==> src/design/smic_map.vh <==
`ifndef SMIC_MAP_VH
`define SMIC_MAP_VH

// register map
`define SMIC_CTRL_ADDR 8'h32
`define SMIC_CTRL_RST 16'h0000
`define SMIC_MODE_LSB 1
`define SMIC_MODE_MSB 3
`define SMIC_INACT_LSB 4
`define SMIC_INACT_MSB 6

// power mode field values
`define SMIC_MODE_ACT 3'h0
`define SMIC_MODE_ACT_INT 3'h1
`define SMIC_MODE_ACT_SMP 3'h2
`define SMIC_MODE_SLEEP 3'h3
`define SMIC_MODE_SLEEP_SMP 3'h4
`define SMIC_MODE_LP_INT 3'h5
`define SMIC_MODE_LP 3'h6
`define SMIC_MODE_ACT2 3'h7

// interrupt select codes
`define SMIC_SEL_X 4'h0
`define SMIC_SEL_Y 4'h1
`define SMIC_SEL_Z 4'h2
`define SMIC_SEL_AX 4'h3
`define SMIC_SEL_AY 4'h4
`define SMIC_SEL_AZ 4'h5
`define SMIC_SEL_TEMP 4'h6
`define SMIC_SEL_ANGLE 4'h7
`define SMIC_SEL_RADIUS 4'h8
`define SMIC_SEL_NEWDATA 4'h9

// inactive times in microseconds, select 0..7
`define SMIC_INACT0_US 680
`define SMIC_INACT1_US 1360
`define SMIC_INACT2_US 6820
`define SMIC_INACT3_US 13640
`define SMIC_INACT4_US 68180
`define SMIC_INACT5_US 136360
`define SMIC_INACT6_US 681820
`define SMIC_INACT7_US 1363640

// timing
`define SMIC_CLK_PERIOD_NS 8
`define SMIC_CYC_PER_US 125
`define SMIC_CLR_US 20
`define SMIC_CLR_CYC (`SMIC_CLR_US * 1000 / `SMIC_CLK_PERIOD_NS)
`define SMIC_PULSE_US 10
`define SMIC_PULSE_CYC (`SMIC_PULSE_US * 1000 / `SMIC_CLK_PERIOD_NS)
`define SMIC_POD_CYC 125000

`endif

==> src/design/smic_mode_ctrl.v <==
`timescale 1ns/1ps
`include "smic_map.vh"
// Function
// - pin edge or start bit triggers acquisition
// - post results, then raise data ready
// - after triggered acquisition return to standby
// - ignore triggers while acquisition runs
// - one data update per accepted trigger
// - latched ready blocks acquisition until cleared
// - interrupt modes drive pin as output
// - compare selected quantity with volatile limit
// - condition sets flag and pin
// - flag sticky, cleared by writing one
// - pin latch holds pin until flag cleared
// - duty-cycle flag clear completes after 20 us
// - codes 0-2 signed limit above axis
// - codes 3-5 unsigned limit above magnitude
// - codes 6-8 temperature, angle, radius
// - code 9 gives 10 us data pulse
// - mode from control bits 3:1
// - active modes except sample mode 2 refresh continuously, pin per mode
// - sleep stops updates, pin unused
// - sample wake sleep converts per trigger
// - leaving sleep takes power-on delay
// - duty cycle alternates active and inactive
// - control bits 6:4 pick inactive time
// - active phase set by front end
module smic_mode_ctrl #(
    parameter PodCycles = `SMIC_POD_CYC,
    parameter CycPerUs = `SMIC_CYC_PER_US
) (
    input wire clk,
    input wire rst_n,
    input wire regWrEn,
    input wire [7:0] regAddr,
    input wire [15:0] regWrData,
    output wire [15:0] regRdData,
    input wire startSample,
    input wire readyClear,
    input wire irqClear,
    input wire dataLatch,
    input wire pinLatch,
    input wire samplePolarity,
    input wire [3:0] irqSelect,
    input wire irqSign,
    input wire [15:0] irqLimitNonvolatile,
    input wire limitWrEn,
    input wire [15:0] limitWrData,
    output wire [15:0] irqLimitVolatile,
    input wire intPinIn,
    output wire intPinOut,
    output wire intPinOe_n,
    output wire acqStart,
    input wire acqDone,
    input wire [15:0] acqX,
    input wire [15:0] acqY,
    input wire [15:0] acqZ,
    input wire [11:0] acqTemp,
    input wire [14:0] acqAngle,
    input wire [15:0] acqRadius,
    output wire [15:0] dataX,
    output wire [15:0] dataY,
    output wire [15:0] dataZ,
    output wire [11:0] dataTemp,
    output wire [14:0] dataAngle,
    output wire [15:0] dataRadius,
    output wire statusReady,
    output wire irqFlag,
    output wire busy
);

localparam ST_IDLE = 3'h0;
localparam ST_ACQ = 3'h1;
localparam ST_POST = 3'h2;
localparam ST_INACT = 3'h3;
localparam ST_SLEEP = 3'h4;
localparam ST_WAKE = 3'h5;
localparam [11:0] ClrCyc = `SMIC_CLR_CYC;
localparam [10:0] PulseCyc = `SMIC_PULSE_CYC;
// inactive time select to cycles
function [27:0] inactCycles;
    input [2:0] sel;
    reg [31:0] us;
    begin
        case (sel)
            3'h0: us = `SMIC_INACT0_US;
            3'h1: us = `SMIC_INACT1_US;
            3'h2: us = `SMIC_INACT2_US;
            3'h3: us = `SMIC_INACT3_US;
            3'h4: us = `SMIC_INACT4_US;
            3'h5: us = `SMIC_INACT5_US;
            3'h6: us = `SMIC_INACT6_US;
            default: us = `SMIC_INACT7_US;
        endcase
        inactCycles = us[27:0] * CycPerUs[27:0];
    end
endfunction

// reset release
reg rstMeta_ff;
reg rstN_ff;
always @(posedge clk or negedge rst_n) begin
    if (!rst_n) begin
        rstMeta_ff <= 1'b0;
        rstN_ff <= 1'b0;
    end else begin
        rstMeta_ff <= 1'b1;
        rstN_ff <= rstMeta_ff;
    end
end

// control word
reg [15:0] ctrl_ff;
reg [15:0] rdData_ff;
wire [2:0] mode = ctrl_ff[`SMIC_MODE_MSB:`SMIC_MODE_LSB];
wire [2:0] inactSel = ctrl_ff[`SMIC_INACT_MSB:`SMIC_INACT_LSB];
wire ctrlHit = regAddr == `SMIC_CTRL_ADDR;

always @(posedge clk or negedge rstN_ff) begin
    if (!rstN_ff) begin
        ctrl_ff <= `SMIC_CTRL_RST;
        rdData_ff <= 16'h0000;
    end else begin
        if (regWrEn && ctrlHit) begin
            ctrl_ff <= regWrData;
        end
        rdData_ff <= ctrlHit ? ctrl_ff : 16'h0000;
    end
end

// mode decoding
wire sleepMode = (mode == `SMIC_MODE_SLEEP) ||
    (mode == `SMIC_MODE_SLEEP_SMP);
wire sampleMode = (mode == `SMIC_MODE_ACT_SMP) ||
    (mode == `SMIC_MODE_SLEEP_SMP);
wire lpMode = (mode == `SMIC_MODE_LP_INT) ||
    (mode == `SMIC_MODE_LP);
wire intMode = (mode == `SMIC_MODE_ACT_INT) ||
    (mode == `SMIC_MODE_LP_INT);

// sample pin edge
wire pinLevel;
reg pinPrev_ff;
smic_pin_sync uSync (
    .clk(clk),
    .rstN(rstN_ff),
    .pinIn(intPinIn),
    .level(pinLevel)
);
wire pinActive = pinLevel == samplePolarity;
wire pinEdge = (pinLevel != pinPrev_ff) && pinActive;
wire trig = sampleMode && (pinEdge || startSample);
reg statusReady_ff;
wire hold = dataLatch && statusReady_ff;

// sequencer
reg [2:0] state_ff;
reg [2:0] nxt_state;
reg [27:0] cnt_ff;
reg [27:0] nxt_cnt;
reg wakeAcq_ff;
reg nxt_wakeAcq;
reg acqStart_ff;
reg nxt_acqStart;
reg dataValid_ff;

always @* begin
    nxt_state = state_ff;
    nxt_cnt = cnt_ff;
    nxt_wakeAcq = wakeAcq_ff;
    nxt_acqStart = 1'b0;
    case (state_ff)
        ST_IDLE: begin
            if (sleepMode) begin
                nxt_state = ST_SLEEP;
            end else if (hold) begin
                nxt_state = ST_IDLE;
            end else if (!sampleMode || trig) begin
                nxt_state = ST_ACQ;
                nxt_acqStart = 1'b1;
            end
        end
        ST_ACQ: begin
            if (acqDone) begin
                nxt_state = ST_POST;
            end
        end
        ST_POST: begin
            if (lpMode) begin
                nxt_state = ST_INACT;
                nxt_cnt = inactCycles(inactSel);
            end else begin
                nxt_state = ST_IDLE;
            end
        end
        ST_INACT: begin
            if (!lpMode || cnt_ff <= 28'h0000001) begin
                nxt_state = ST_IDLE;
            end else begin
                nxt_cnt = cnt_ff - 28'h0000001;
            end
        end
        ST_SLEEP: begin
            if (!sleepMode) begin
                nxt_state = ST_WAKE;
                nxt_cnt = PodCycles[27:0];
                nxt_wakeAcq = 1'b0;
            end else if (trig && !hold) begin
                nxt_state = ST_WAKE;
                nxt_cnt = PodCycles[27:0];
                nxt_wakeAcq = 1'b1;
            end
        end
        ST_WAKE: begin
            if (cnt_ff <= 28'h0000001) begin
                if (wakeAcq_ff) begin
                    nxt_state = ST_ACQ;
                    nxt_acqStart = 1'b1;
                end else begin
                    nxt_state = ST_IDLE;
                end
            end else begin
                nxt_cnt = cnt_ff - 28'h0000001;
            end
        end
        default: nxt_state = ST_IDLE;
    endcase
end

// results and ready flag
reg [15:0] dataX_ff;
reg [15:0] dataY_ff;
reg [15:0] dataZ_ff;
reg [11:0] dataTemp_ff;
reg [14:0] dataAngle_ff;
reg [15:0] dataRadius_ff;
wire posting = state_ff == ST_POST;

always @(posedge clk or negedge rstN_ff) begin
    if (!rstN_ff) begin
        state_ff <= ST_IDLE;
        cnt_ff <= 28'h0000000;
        wakeAcq_ff <= 1'b0;
        acqStart_ff <= 1'b0;
        pinPrev_ff <= 1'b0;
        statusReady_ff <= 1'b0;
        dataValid_ff <= 1'b0;
        dataX_ff <= 16'h0000;
        dataY_ff <= 16'h0000;
        dataZ_ff <= 16'h0000;
        dataTemp_ff <= 12'h000;
        dataAngle_ff <= 15'h0000;
        dataRadius_ff <= 16'h0000;
    end else begin
        state_ff <= nxt_state;
        cnt_ff <= nxt_cnt;
        wakeAcq_ff <= nxt_wakeAcq;
        acqStart_ff <= nxt_acqStart;
        pinPrev_ff <= pinLevel;
        if (state_ff == ST_ACQ && acqDone) begin
            dataX_ff <= acqX;
            dataY_ff <= acqY;
            dataZ_ff <= acqZ;
            dataTemp_ff <= acqTemp;
            dataAngle_ff <= acqAngle;
            dataRadius_ff <= acqRadius;
        end
        if (posting) begin
            statusReady_ff <= 1'b1;
            dataValid_ff <= 1'b1;
        end else if (readyClear) begin
            statusReady_ff <= 1'b0;
        end
    end
end

// threshold condition
reg [15:0] limit_ff;
reg limitLoaded_ff;
wire cond;
smic_thr_cmp uCmp (
    .sel(irqSelect),
    .invert(irqSign),
    .limit(limit_ff),
    .valX(dataX_ff),
    .valY(dataY_ff),
    .valZ(dataZ_ff),
    .valTemp(dataTemp_ff),
    .valAngle(dataAngle_ff),
    .valRadius(dataRadius_ff),
    .cond(cond)
);

// interrupt flag and pin
reg irqFlag_ff;
reg clrPend_ff;
reg [11:0] clrCnt_ff;
reg [10:0] pulseCnt_ff;
reg pinOut_ff;
reg pinOe_n_ff;
wire irqCond = intMode && dataValid_ff && cond;
wire newDataSel = irqSelect == `SMIC_SEL_NEWDATA;
wire clrDone = clrPend_ff && clrCnt_ff <= 12'h001;
reg pinLvl;

always @* begin
    if (newDataSel) begin
        pinLvl = pulseCnt_ff != 11'h000;
    end else if (pinLatch) begin
        pinLvl = irqFlag_ff;
    end else begin
        pinLvl = irqCond;
    end
end

always @(posedge clk or negedge rstN_ff) begin
    if (!rstN_ff) begin
        limit_ff <= 16'h0000;
        limitLoaded_ff <= 1'b0;
        irqFlag_ff <= 1'b0;
        clrPend_ff <= 1'b0;
        clrCnt_ff <= 12'h000;
        pulseCnt_ff <= 11'h000;
        pinOut_ff <= 1'b0;
        pinOe_n_ff <= 1'b1;
    end else begin
        limitLoaded_ff <= 1'b1;
        if (!limitLoaded_ff) begin
            limit_ff <= irqLimitNonvolatile;
        end else if (limitWrEn) begin
            limit_ff <= limitWrData;
        end
        if (irqClear && lpMode) begin
            clrPend_ff <= 1'b1;
            clrCnt_ff <= ClrCyc;
        end else if (clrPend_ff) begin
            clrPend_ff <= !clrDone;
            clrCnt_ff <= clrCnt_ff - 12'h001;
        end
        if (irqCond) begin
            irqFlag_ff <= 1'b1;
        end else if ((irqClear && !lpMode) || clrDone) begin
            irqFlag_ff <= 1'b0;
        end
        if (posting && intMode && newDataSel) begin
            pulseCnt_ff <= PulseCyc;
        end else if (pulseCnt_ff != 11'h000) begin
            pulseCnt_ff <= pulseCnt_ff - 11'h001;
        end
        pinOut_ff <= samplePolarity ? pinLvl : !pinLvl;
        pinOe_n_ff <= !intMode;
    end
end

assign regRdData = rdData_ff;
assign irqLimitVolatile = limit_ff;
assign intPinOut = pinOut_ff;
assign intPinOe_n = pinOe_n_ff;
assign acqStart = acqStart_ff;
assign dataX = dataX_ff;
assign dataY = dataY_ff;
assign dataZ = dataZ_ff;
assign dataTemp = dataTemp_ff;
assign dataAngle = dataAngle_ff;
assign dataRadius = dataRadius_ff;
assign statusReady = statusReady_ff;
assign irqFlag = irqFlag_ff;
assign busy = state_ff == ST_ACQ || state_ff == ST_POST;

endmodule // smic_mode_ctrl

==> src/design/smic_pin_sync.v <==
`timescale 1ns/1ps
// three-stage pin synchroniser, level taken when stages two and three agree
module smic_pin_sync (
    clk,
    rstN,
    pinIn,
    level
);
input wire clk;
input wire rstN;
input wire pinIn;
output wire level;

reg s1_ff;
reg s2_ff;
reg s3_ff;
reg level_ff;

always @(posedge clk or negedge rstN) begin
    if (!rstN) begin
        s1_ff <= 1'b0;
        s2_ff <= 1'b0;
        s3_ff <= 1'b0;
        level_ff <= 1'b0;
    end else begin
        s1_ff <= pinIn;
        s2_ff <= s1_ff;
        s3_ff <= s2_ff;
        if (s2_ff == s3_ff) begin
            level_ff <= s3_ff;
        end
    end
end

assign level = level_ff;

endmodule // smic_pin_sync

==> src/design/smic_thr_cmp.v <==
`timescale 1ns/1ps
`include "smic_map.vh"
// threshold comparison on the selected output quantity
module smic_thr_cmp (
    sel,
    invert,
    limit,
    valX,
    valY,
    valZ,
    valTemp,
    valAngle,
    valRadius,
    cond
);
input wire [3:0] sel;
input wire invert;
input wire [15:0] limit;
input wire [15:0] valX;
input wire [15:0] valY;
input wire [15:0] valZ;
input wire [11:0] valTemp;
input wire [14:0] valAngle;
input wire [15:0] valRadius;
output reg cond;

function [16:0] absVal;
    input [15:0] v;
    begin
        absVal = v[15] ? (17'h00000 - {v[15], v}) : {1'b0, v};
    end
endfunction

reg signed [16:0] thr;
reg signed [16:0] val;
reg usable;

always @* begin
    thr = {limit[15], limit};
    val = 17'h00000;
    usable = 1'b1;
    case (sel)
        `SMIC_SEL_X: val = {valX[15], valX};
        `SMIC_SEL_Y: val = {valY[15], valY};
        `SMIC_SEL_Z: val = {valZ[15], valZ};
        `SMIC_SEL_AX: begin
            thr = {1'b0, limit};
            val = absVal(valX);
        end
        `SMIC_SEL_AY: begin
            thr = {1'b0, limit};
            val = absVal(valY);
        end
        `SMIC_SEL_AZ: begin
            thr = {1'b0, limit};
            val = absVal(valZ);
        end
        `SMIC_SEL_TEMP: val = {{5{valTemp[11]}}, valTemp};
        `SMIC_SEL_ANGLE: begin
            thr = {1'b0, limit};
            val = {2'h0, valAngle};
        end
        `SMIC_SEL_RADIUS: begin
            thr = {1'b0, limit};
            val = {1'b0, valRadius};
        end
        default: usable = 1'b0;
    endcase
    if (!usable) begin
        cond = 1'b0;
    end else if (invert) begin
        cond = val > thr;
    end else begin
        cond = thr > val;
    end
end

endmodule // smic_thr_cmp

==> config.mk <==
export PLATFORM = sky130hd
export DESIGN_NAME = smic_mode_ctrl
export DESIGN_NICKNAME = d
export VERILOG_FILES = /design/src/design/smic_mode_ctrl.v /design/src/design/smic_pin_sync.v /design/src/design/smic_thr_cmp.v
export VERILOG_INCLUDE_DIRS = /design/src /design/src/design
export SDC_FILE = /design/constraint.sdc
export NUM_CORES = 1
export LEC_CHECK = 0
export BUFFER_PORTS_ARGS = -buffer_cell sky130_fd_sc_hd__clkbuf_2
export CORE_ASPECT_RATIO = 1.75
export CORE_MARGIN = 2
export CORE_UTILIZATION = 45
export DETAILED_ROUTE_END_ITERATION = 12
export HOLD_SLACK_MARGIN = 0.02
export PLACE_DENSITY = 0.79
export SLEW_MARGIN = 20
export SYNTH_ARGS = -nofsm -noshare
export SYNTH_HDL_FRONTEND = slang
export SYNTH_SLANG_ARGS = --single-unit
==> constraint.sdc <==
create_clock -name clk -period 14.3 [get_ports clk]
set_clock_uncertainty 0.05 [all_clocks]
set_input_delay 2.86 -clock clk [delete_from_list [all_inputs] [get_ports clk]]
set_output_delay 2.86 -clock clk [all_outputs]
set_load 0.05 [all_outputs]
# After elaboration in Yosys (flattened, before gate mapping)
# Index checks and enable logic that the tools add are counted.
word_totals:
  elab_cells: 174
  out_inout_bits: 129
  regBits: 209
  input_bits: 164
op_classes:
  add_sub_neg: 6
  n_lt_le_gt_ge: 4
  n_reduce_logical: 42
  n_mux: 52
  multipliers: 1
  n_eq_ne: 40
ops:
  columns: ["op", "count"]
  rows:
  - ["2-to-1 mux 28 bit", 7]
  - ["case mux 17 bit (9 select lines)", 1]
  - ["case mux 21 bit (7 select lines)", 1]
  - ["case mux 28 bit (4 select lines)", 1]
  - ["2-to-1 mux 17 bit", 4]
  - ["subtractor 1 x 16 -> 17 bit (first input constant)", 3]
  - ["2-to-1 mux 16 bit", 3]
  - ["> comparator 17 bit", 2]
  - ["<= comparator 28 x 1 -> 1 bit (second input constant)", 1]
  - ["multiplier 28 x 7 -> 28 bit (second input constant)", 1]
  - ["subtractor 28 x 1 -> 28 bit (second input constant)", 1]
  - ["equality test 3 bit (second input constant)", 8]
  - ["2-to-1 mux 12 bit", 2]
  - ["2-to-1 mux 3 bit", 8]
  - ["2-to-1 mux 11 bit", 2]
  - ["2-to-1 mux 1 bit", 20]
  - ["equality test 3 x 2 -> 1 bit (second input constant)", 6]
  - ["case mux 3 bit (6 select lines)", 1]
  - ["equality test 4 x 3 -> 1 bit (second input constant)", 4]
  - ["!= test 2 bit (second input constant)", 7]
  - ["logical AND 1 bit", 13]
  - ["<= comparator 12 x 1 -> 1 bit (second input constant)", 1]
  - ["subtractor 12 x 1 -> 12 bit (second input constant)", 1]
  - ["nonzero test 11 bit", 1]
  - ["23 further kinds", 46]

# Logic depth before layout (Yosys ltp)
# Gate-level depths: netlist (run 1).
logic_depth:
  depth_word: 11
  ltp_mapped: 22
  ltp_nobuf: 21

# Modules after synthesis
# Synthesis (run 1) repeated with hierarchy kept, for this count alone.
hier_totals:
  hier_cells: 1441
  hier_area_um2: 14022.2
modules_own_cells:
  columns: ["mod", "seq_area_each_um2", "n_inst", "cells_each", "area_each_um2"]
  rows:
  - ["smic_mode_ctrl", 5131.2, 1, 1085, 11448.5]
  - ["smic_thr_cmp", 0.0, 1, 351, 2462.4]
  - ["smic_pin_sync", 100.1, 1, 5, 111.4]

# Least setup slack after synthesis (run 1)
# Ideal clock, no wire load.
synth_path:
  kind: "in2reg"
  start: "in irqSelect[3]"
  end: "reg irqFlag_ff, in the netlist irqFlag"
  n_path_buf: 3
  setup_time_ns: 0.126
  setup_slack_ns: 8.145
  cell_stages: 14
  t_arrival_ns: 5.979
  required_ns: 14.124
  path_cell_list: "clkbuf_1 -> clkbuf_1 -> buf_1 -> mux2i_1 -> o21ai_0 -> a221oi_1 -> nand3_1 -> ha_1 -> nand4_1 -> nor4_1 -> nand2b_1 -> nand3_1 -> mux2_2 -> a311o_1"
synth_via:
  elab_chain_len: 8
  word_cells_on_any_way: 21
  cone_classes: "order compare: 2; eq/ne: 8; mux: 6; reduce/logical: 5"
synth_rtl:
  columns: ["item", "line_no", "text"]
  rows:
  - ["start: declaration", "smic_mode_ctrl.v:44", "input wire [3:0] irqSelect,"]
  - ["equality test 4 x 3 -> 1 bit, or another cell as far along", "smic_thr_cmp.v:42", "case (sel)"]
  - ["OR reduction 5 bit (no source line)", null, null]
  - ["2-to-1 mux 17 bit", "smic_thr_cmp.v:42", null]
  - ["> comparator 17 bit, on equally long branches", "smic_thr_cmp.v:74, smic_thr_cmp.v:72", null]
  - ["2-to-1 mux 1 bit", "smic_thr_cmp.v:71", "end else if (invert) begin"]
  - ["2-to-1 mux 1 bit (*)", "smic_thr_cmp.v:69", "if (!usable) begin"]
  - ["logical AND 1 bit (*)", "smic_mode_ctrl.v:301", "wire irqCond = intMode && dataValid_ff && cond;"]
  - ["2-to-1 mux 1 bit / nonzero test 2 bit (equally long branches)", null, null]
  - ["end signal: assignment", "smic_mode_ctrl.v:320", "irqFlag_ff <= 1'b0;"]
  - ["end signal: assignment", "smic_mode_ctrl.v:341", "irqFlag_ff <= 1'b1;"]
  - ["end signal: assignment", "smic_mode_ctrl.v:343", "irqFlag_ff <= 1'b0;"]
  - ["end: declaration", "smic_mode_ctrl.v:295", "reg irqFlag_ff;"]
# Every way passes the cells marked *; elsewhere a longest branch is shown, timed or not.
# A chain may end at the register's enable or synchronous reset.

# Worst setup path in the final report (run 1)
layout_path:
  start: "in irqSelect[3]"
  end: "reg pinOut_ff, in the netlist intPinOut"
layout_via:
  elab_chain_len: 11
  word_cells_on_any_way: 24
  cone_classes: "order compare: 2; eq/ne: 9; mux: 8; reduce/logical: 5"
layout_rtl:
  columns: ["item", "line_no", "text"]
  rows:
  - ["equality test 4 x 3 -> 1 bit, or another cell as far along", "smic_thr_cmp.v:42", null]
  - ["OR reduction 5 bit (no source line)", null, null]
  - ["2-to-1 mux 17 bit", "smic_thr_cmp.v:42", null]
  - ["> comparator 17 bit, on equally long branches", "smic_thr_cmp.v:74, smic_thr_cmp.v:72", null]
  - ["2-to-1 mux 1 bit", "smic_thr_cmp.v:71", null]
  - ["2-to-1 mux 1 bit", "smic_thr_cmp.v:69", null]
  - ["logical AND 1 bit", "smic_mode_ctrl.v:301", null]
  - ["2-to-1 mux 1 bit", "smic_mode_ctrl.v:309", "end else if (pinLatch) begin"]
  - ["2-to-1 mux 1 bit (*)", "smic_mode_ctrl.v:307", "if (newDataSel) begin"]
  - ["zero test 1 bit", "smic_mode_ctrl.v:350", "pinOut_ff <= samplePolarity ? pinLvl : !pinLvl;"]
  - ["2-to-1 mux 1 bit (*)", "smic_mode_ctrl.v:350", null]
  - ["end signal: assignment", "smic_mode_ctrl.v:350", null]
  - ["end: declaration", "smic_mode_ctrl.v:299", "reg pinOut_ff;"]
# Marked as above.

==> summary.md, run 1 <==
| Metric | Value |
|---|---|
| Outcome | completed |
| RSZ-0062 raised after global routing | false |
| Top FF cell, synth | dfrtp_1 |
| Final #Nets | 2000 |
| CTS tree | built |
| Post-synthesis register bit count | 209 |
| Crit. End Element | flip-flop |
| Placed cells | 2104 |
| Num rows | 85 |
| ANT cells | 0 |
| PD cells | 207 nW/um2 |
| Worst r2r dst | cnt_ff[27] |
| Syn. warnings | 0 |
| Minimum clock period | 6.91 ns |
| Unique masters post-synth | 86 |
| Leakage | 7.76 nW |
| Initial antenna violation count | 0 |
| Core ar. | 30600 um2 |
| Cts hold-fix bufs | 0 |
| Share of cells above drive strength 1 | 0.264 |
| Max Clk Rate | 0.145 GHz |
| Worst vdd ir | 0.203 mV |
| Final Hold Viols | 0 |
| Die Height | 237 um |
| Max-slew violations | 0 |
| Largest net degree at the start of global routing | 83 |
| Root Buffer | clkbuf_16 |
| Final setup TNS | 0 ns |
| Post-DP HPWL | 34800 um |
| Commonest cells after routing, fill and taps aside | clkbuf_2 (292), dfrtp_1 (207), nand2_1 (105) |
| IO Port Bufs | 292 |
| Die area | 32500 um2 |
| Worst path required time | 14.68 ns |
| Worst Tran Pin Value | 1.32 ns |
| Fin crit share | 0.483 |
| Critical R2R Launch | ctrl_ff[6] |
| Clock buffer depth | 3 |
| Clock sinks | 209 |
| Mapped cell area | 14000 um2 |
| Number of global-route vias before repair | 12800 |
| Final Setup Violations | 0 |
| CP max FO | 28 |
| HP Start | uSync.s1_ff |
| Post-route ant nets | 0 |
| Drt drc | 0 |
| First-pass GRT wire length | 67600 um |
| H-tree depth | 1 |
| Worst Slack Setup Final | 7.39 ns |
| Ys async rst share | 1.00 |
| Gr ovfl total | 0 |
| Skew-Pair Late Insertion Delay | 0.53 ns |
| Post-CTS Setup Bufs | 0 |
| EDFF count, synth | 0 |
| Total power | 3.42 mW |
| Layout Cells excl Fill | 2140 |
| Syn Inst Count | 1469 |
| Area Growth Syn to Fin | 18.3% |
| Startpoint Class | input pin |
| Max-cap violations | 0 |
| Final WL | 44200 um |
| Endpoint, Worst Hold | uSync.s2_ff |
| Pre-Repair DR Iteration Count | 5 |
| Cts repair resizes | 0 |
| Via density | 5.88 |
| Worst R2R Setup Slack | 8.33 ns |
| DR vias | 12600 |
| Width of the die | 137 um |
| Wirelength per Cell | 20.7 um |
| CTS Buf Count | 20 |
| DR iter-0 viols | 735 |
| I/O pin count | 293 |
| Starting Density | 0.456 |
| Worst hold path type | flip-flop to flip-flop |
| Reg2Reg Depth | 17 |
| Critical path class | input pin to flip-flop |
| WP data arrival | 7.29 ns |
| Sequential area share after synthesis | 0.375 |
| Most common cell after layout, fill and taps aside | clkbuf_2 |
| Hold Path Cell Cnt | 0 |
| Routability cong. | 0.964 |
| Max_slew headroom | 0.114 |
| Post-layout util | 0.539 |
| Pre-CTS setup slack | 7.08 ns |
| Clock transition at the registers of the reported paths | 0.07 ns |
| GRT Total Usage | 0.267 |
| Syn avg cell area | 9.50 um2 |
-- synth_stat cells (all sizes together), types with 13 or more instances --
cell type	instances	area, um2
nand3	37	185
buf	15	77.6
nor2	97	367
nand2b	18	113
xor2	29	254
ha	77	963
nor3	44	225
a21oi	101	505
fa	24	480
nor4	23	178
dfrtp	208	5200
or3	19	119
and2	24	150
mux2	106	1190
clkbuf	56	210
nand4	14	87.6
mux2i	34	340
o31ai	21	158
o22ai	13	81.3
o21ai	89	445
nand2	105	394
xnor2	56	490
inv	94	353
-- cell families after synthesis --
group,Yosys count,synth area share
xor+xnor,86,0.0550
mux,140,0.110
other cells,2,0.000538
compound gates,333,0.152
buf+inv,165,0.0459
fa+ha+maj,102,0.104
simple gates,432,0.157
flops,209,0.375
-- metal layers --
layer  track usage  part of all wire  up-vias
li1              -                 -     5793
met1         0.258              0.34     6110
met2         0.505              0.53      508
met3        0.0347             0.050      170
met4         0.187             0.081        0
met5             0                 0        -
-- report_power, final --
| part | switching [mW] | total, mW | internal (mW) |
|---|---|---|---|
| combinational | 1.13 | 1.69 | 0.557 |
| clock | 0.243 | 0.587 | 0.344 |
| sequential | 0.349 | 1.14 | 0.791 |
-- how the worst max path moves through the flow --
stage                     end  slack [ns]          from
floorplan            acqStart        8.00       rstN_ff
global placement    intPinOut        7.11  irqSelect[3]
detailed placement  intPinOut        7.08  irqSelect[3]
CTS                 intPinOut        7.62  irqSelect[3]
global route        intPinOut        7.24  irqSelect[3]
finish              intPinOut        7.39  irqSelect[3]
-- final cells by class --
cell class / instances / area [um2]
fillers: 2718 / 14100
inverters: 94 / 353
well taps: 391 / 489
clock inverters: 14 / 198
repair buffers: 305 / 1560
clock buffers: 22 / 528
flip-flops and latches: 209 / 5240
multi-input cells: 1105 / 8150
-- worst max-delay path: stages --
cell	delay (ns)
clkbuf_2	0.57
nand2b_1	0.29
nor2_1	0.28
a222oi_1	0.36
o31ai_1	0.14
a221oi_1	0.64
o311ai_0	0.30
ha_1	0.39
nand4_1	0.12
nor4_1	0.38
nand2b_1	0.09
nand3_1	0.13
mux2_2	0.37
o21ai_0	0.14
nor3b_1	0.22
-- sequential cells by signal, indices dropped and copies added, names as in the netlist, 15 cells and up --
name,cells
cnt_ff,28
ctrl_ff,16
dataRadius,16
dataX,16
dataY,16
dataZ,16
irqLimitVolatile,16
regRdData,16
dataAngle,15
-- metrics by stage --
stage                     hold WS (ns)  instance area [um2]
after CTS                        0.302                16500
after global routing             0.308                16500
after global placement           0.285                15800
after floorplan                  0.281                14000
final                            0.298                16500
after detailed placement         0.286                15800
Note: power is estimated with default switching activity, not from simulation.
==> run 2: changes to the inputs <==
Settings changed: PLACE_DENSITY 0.79 to 0.81.
Clock period 14.3 ns to 5.6 ns, I/O delays scaled along.
==> run 2 against run 1 <==
Compared with the run above:
- register-to-register slack worse by 8.1 ns
- combinational power grew to 2.6 times the previous value
- cell count grew 0.75%
- critical path depth rose by 2
- power grew to 2.6 times the previous value
- utilization increased by 0.45 points
- largest cell class unchanged
- largest power group unchanged
- via count is 0.89% higher
- sequential power rose to 2.5 times the previous value
- critical endpoint is now cnt_ff[25]
- clock power grew to 2.6 times the previous value
- sequential share of layout area fell by 0.24 points
- hold slack got worse by 0.0039 ns
- die area did not move
==> summary.md, run 2 (synthesized netlist as in run 1, its figures left out) <==
| Metric | Value |
|---|---|
| Cts hold-fix bufs | 0 |
| WP data arrival | 5.72 ns |
| Fin crit share | 0.955 |
| Final Setup Violations | 0 |
| Most common cell after layout, fill and taps aside | clkbuf_2 |
| Drt drc | 0 |
| Worst path required time | 5.97 ns |
| Wirelength per Cell | 21.1 um |
| Final #Nets | 2017 |
| Starting Density | 0.456 |
| Clock group share of total power | 0.172 |
| CP max FO | 11 |
| Critical path class | flip-flop to flip-flop |
| Skew-Pair Late Insertion Delay | 0.54 ns |
| HP Start | uSync.s1_ff |
| Die area | 32500 um2 |
| Startpoint Class | flip-flop |
| CTS Buf Count | 21 |
| Max_slew headroom | 0.192 |
| Initial antenna violation count | 1 |
| Final setup TNS | 0 ns |
| DR iter-0 viols | 791 |
| Crit. End Element | flip-flop |
| Critical R2R Launch | ctrl_ff[4] |
| H-tree depth | 1 |
| Via density | 5.89 |
| Comb pwr share | 0.499 |
| Reg power frac | 0.329 |
| Share of cells above drive strength 1 | 0.270 |
| Commonest cells after routing, fill and taps aside | clkbuf_2 (292), dfrtp_1 (205), nand2_1 (105) |
| Final Hold Viols | 0 |
| Layout Cells excl Fill | 2156 |
| Minimum clock period | 5.35 ns |
| Total power | 8.73 mW |
| PD cells | 525 nW/um2 |
| Max-cap violations | 0 |
| IO Port Bufs | 292 |
| DR vias | 12700 |
| Post-CTS Setup Bufs | 0 |
| Clock sinks | 209 |
| Max reg flops | 28 |
| Clock transition at the registers of the reported paths | 0.07 ns |
| Sw frac | 0.502 |
| RSZ-0062 raised after global routing | false |
| Num rows | 85 |
| Core ar. | 30600 um2 |
| Outcome | completed |
| GRT Total Usage | 0.274 |
| Root Buffer | clkbuf_16 |
| Width of the die | 137 um |
| Placed cells | 2120 |
| Max Clk Rate | 0.187 GHz |
| Gr ovfl total | 0 |
| Most flop-heavy register | cnt_ff |
| CTS tree | built |
| Die Height | 237 um |
| Post-route ant nets | 0 |
| Critical path startpoint | ctrl_ff[4] |
| Internal Dissipation | 4.35 mW |
| Worst vdd ir | 0.622 mV |
| Pre-Repair DR Iteration Count | 7 |
| Post-layout util | 0.544 |
| Switch Pwr | 4.38 mW |
| Largest net degree at the start of global routing | 99 |
| First-pass GRT wire length | 68800 um |
| Leakage | 7.84 nW |
| Post-DP HPWL | 35600 um |
| Area Growth Syn to Fin | 19.3% |
| Routability cong. | 0.960 |
| Clock buffer depth | 3 |
| Max-slew violations | 0 |
| Final WL | 45500 um |
| Worst Tran Pin Value | 1.21 ns |
| Number of global-route vias before repair | 12800 |
| Worst hold path type | flip-flop to flip-flop |
| Cts repair resizes | 0 |
| I/O pin count | 293 |
-- run 2: cell count changes in the layout (fill, tap and decap cells not counted), moves of 2 or more --
cell,change
buf_4,+14
buf_12,+2
dfrtp_2,+2
dfrtp_1,-2
clkbuf_1,+2
-- run 2: worst paths after layout --
kind	cells past startpoint	end	slack (ns)
worst min register to register	0	uSync.s2_ff	0.29
worst max-delay path	17	cnt_ff[25]	0.25
max in group asynchronous	1	dataAngle[1]	3.53
worst max register to register	17	cnt_ff[25]	0.25
min in group asynchronous	1	rstN_ff	0.31
worst min-delay path	0	uSync.s2_ff	0.29
-- run 2: stage by stage --
stage	setup WS (ns)	hold WS, ns	cell area, um2
final	0.250	0.294	16600
after global routing	0.0256	0.300	16600
after CTS	0.160	0.289	16600
after detailed placement	0.218	0.289	15900
after global placement	0.325	0.286	15900
after floorplan	0.624	0.281	14000
-- run 2: worst max-delay path, stage by stage, from the launching register on --
cell and delay (ns):
dfrtp_1 0.59, inv_2 0.20, ha_1 0.36, a21oi_1 0.36
inv_1 0.14, ha_1 0.31, xor2_1 0.17, xnor2_1 0.15
fa_1 0.43, fa_1 0.49, ha_1 0.38, nand2_1 0.13
a2111oi_1 0.61, nor4b_1 0.17, nor4_1 0.27, nor2_1 0.08
xor2_1 0.15, o31ai_1 0.18
-- run 2: layout make-up --
type                    instances  area (um2)
diodes                          1        2.50
clock buffers                  24         547
clock inverters                11         165
fillers                      2740       14000
inverters                      94         353
multi-input cells            1105        8150
flip-flops and latches        209        5240
well taps                     391         489
repair buffers                321        1700
-- run 2: routing by layer --
metal / vias up / routed length (um) / GRT usage / part of all wire
met4: 0 / 4100 / 0.217 / 0.090
met2: 556 / 23900 / 0.506 / 0.53
li1: 5841 / - / - / -
met5: - / 0 / 0 / 0
met1: 6113 / 14900 / 0.264 / 0.33
met3: 183 / 2640 / 0.0373 / 0.058
-- run 2: power groups by stage --
stage | logic [mW] | clock network, mW | registers (mW)
2_1_floorplan | 2.07 | 0 | 3.77
3_3_place_gp | 4.24 | 0 | 2.84
3_5_place_dp | 4.30 | 0 | 2.86
4_1_cts | 4.33 | 1.53 | 2.84
5_1_grt | 4.68 | 1.59 | 2.93
6_report | 4.36 | 1.50 | 2.87
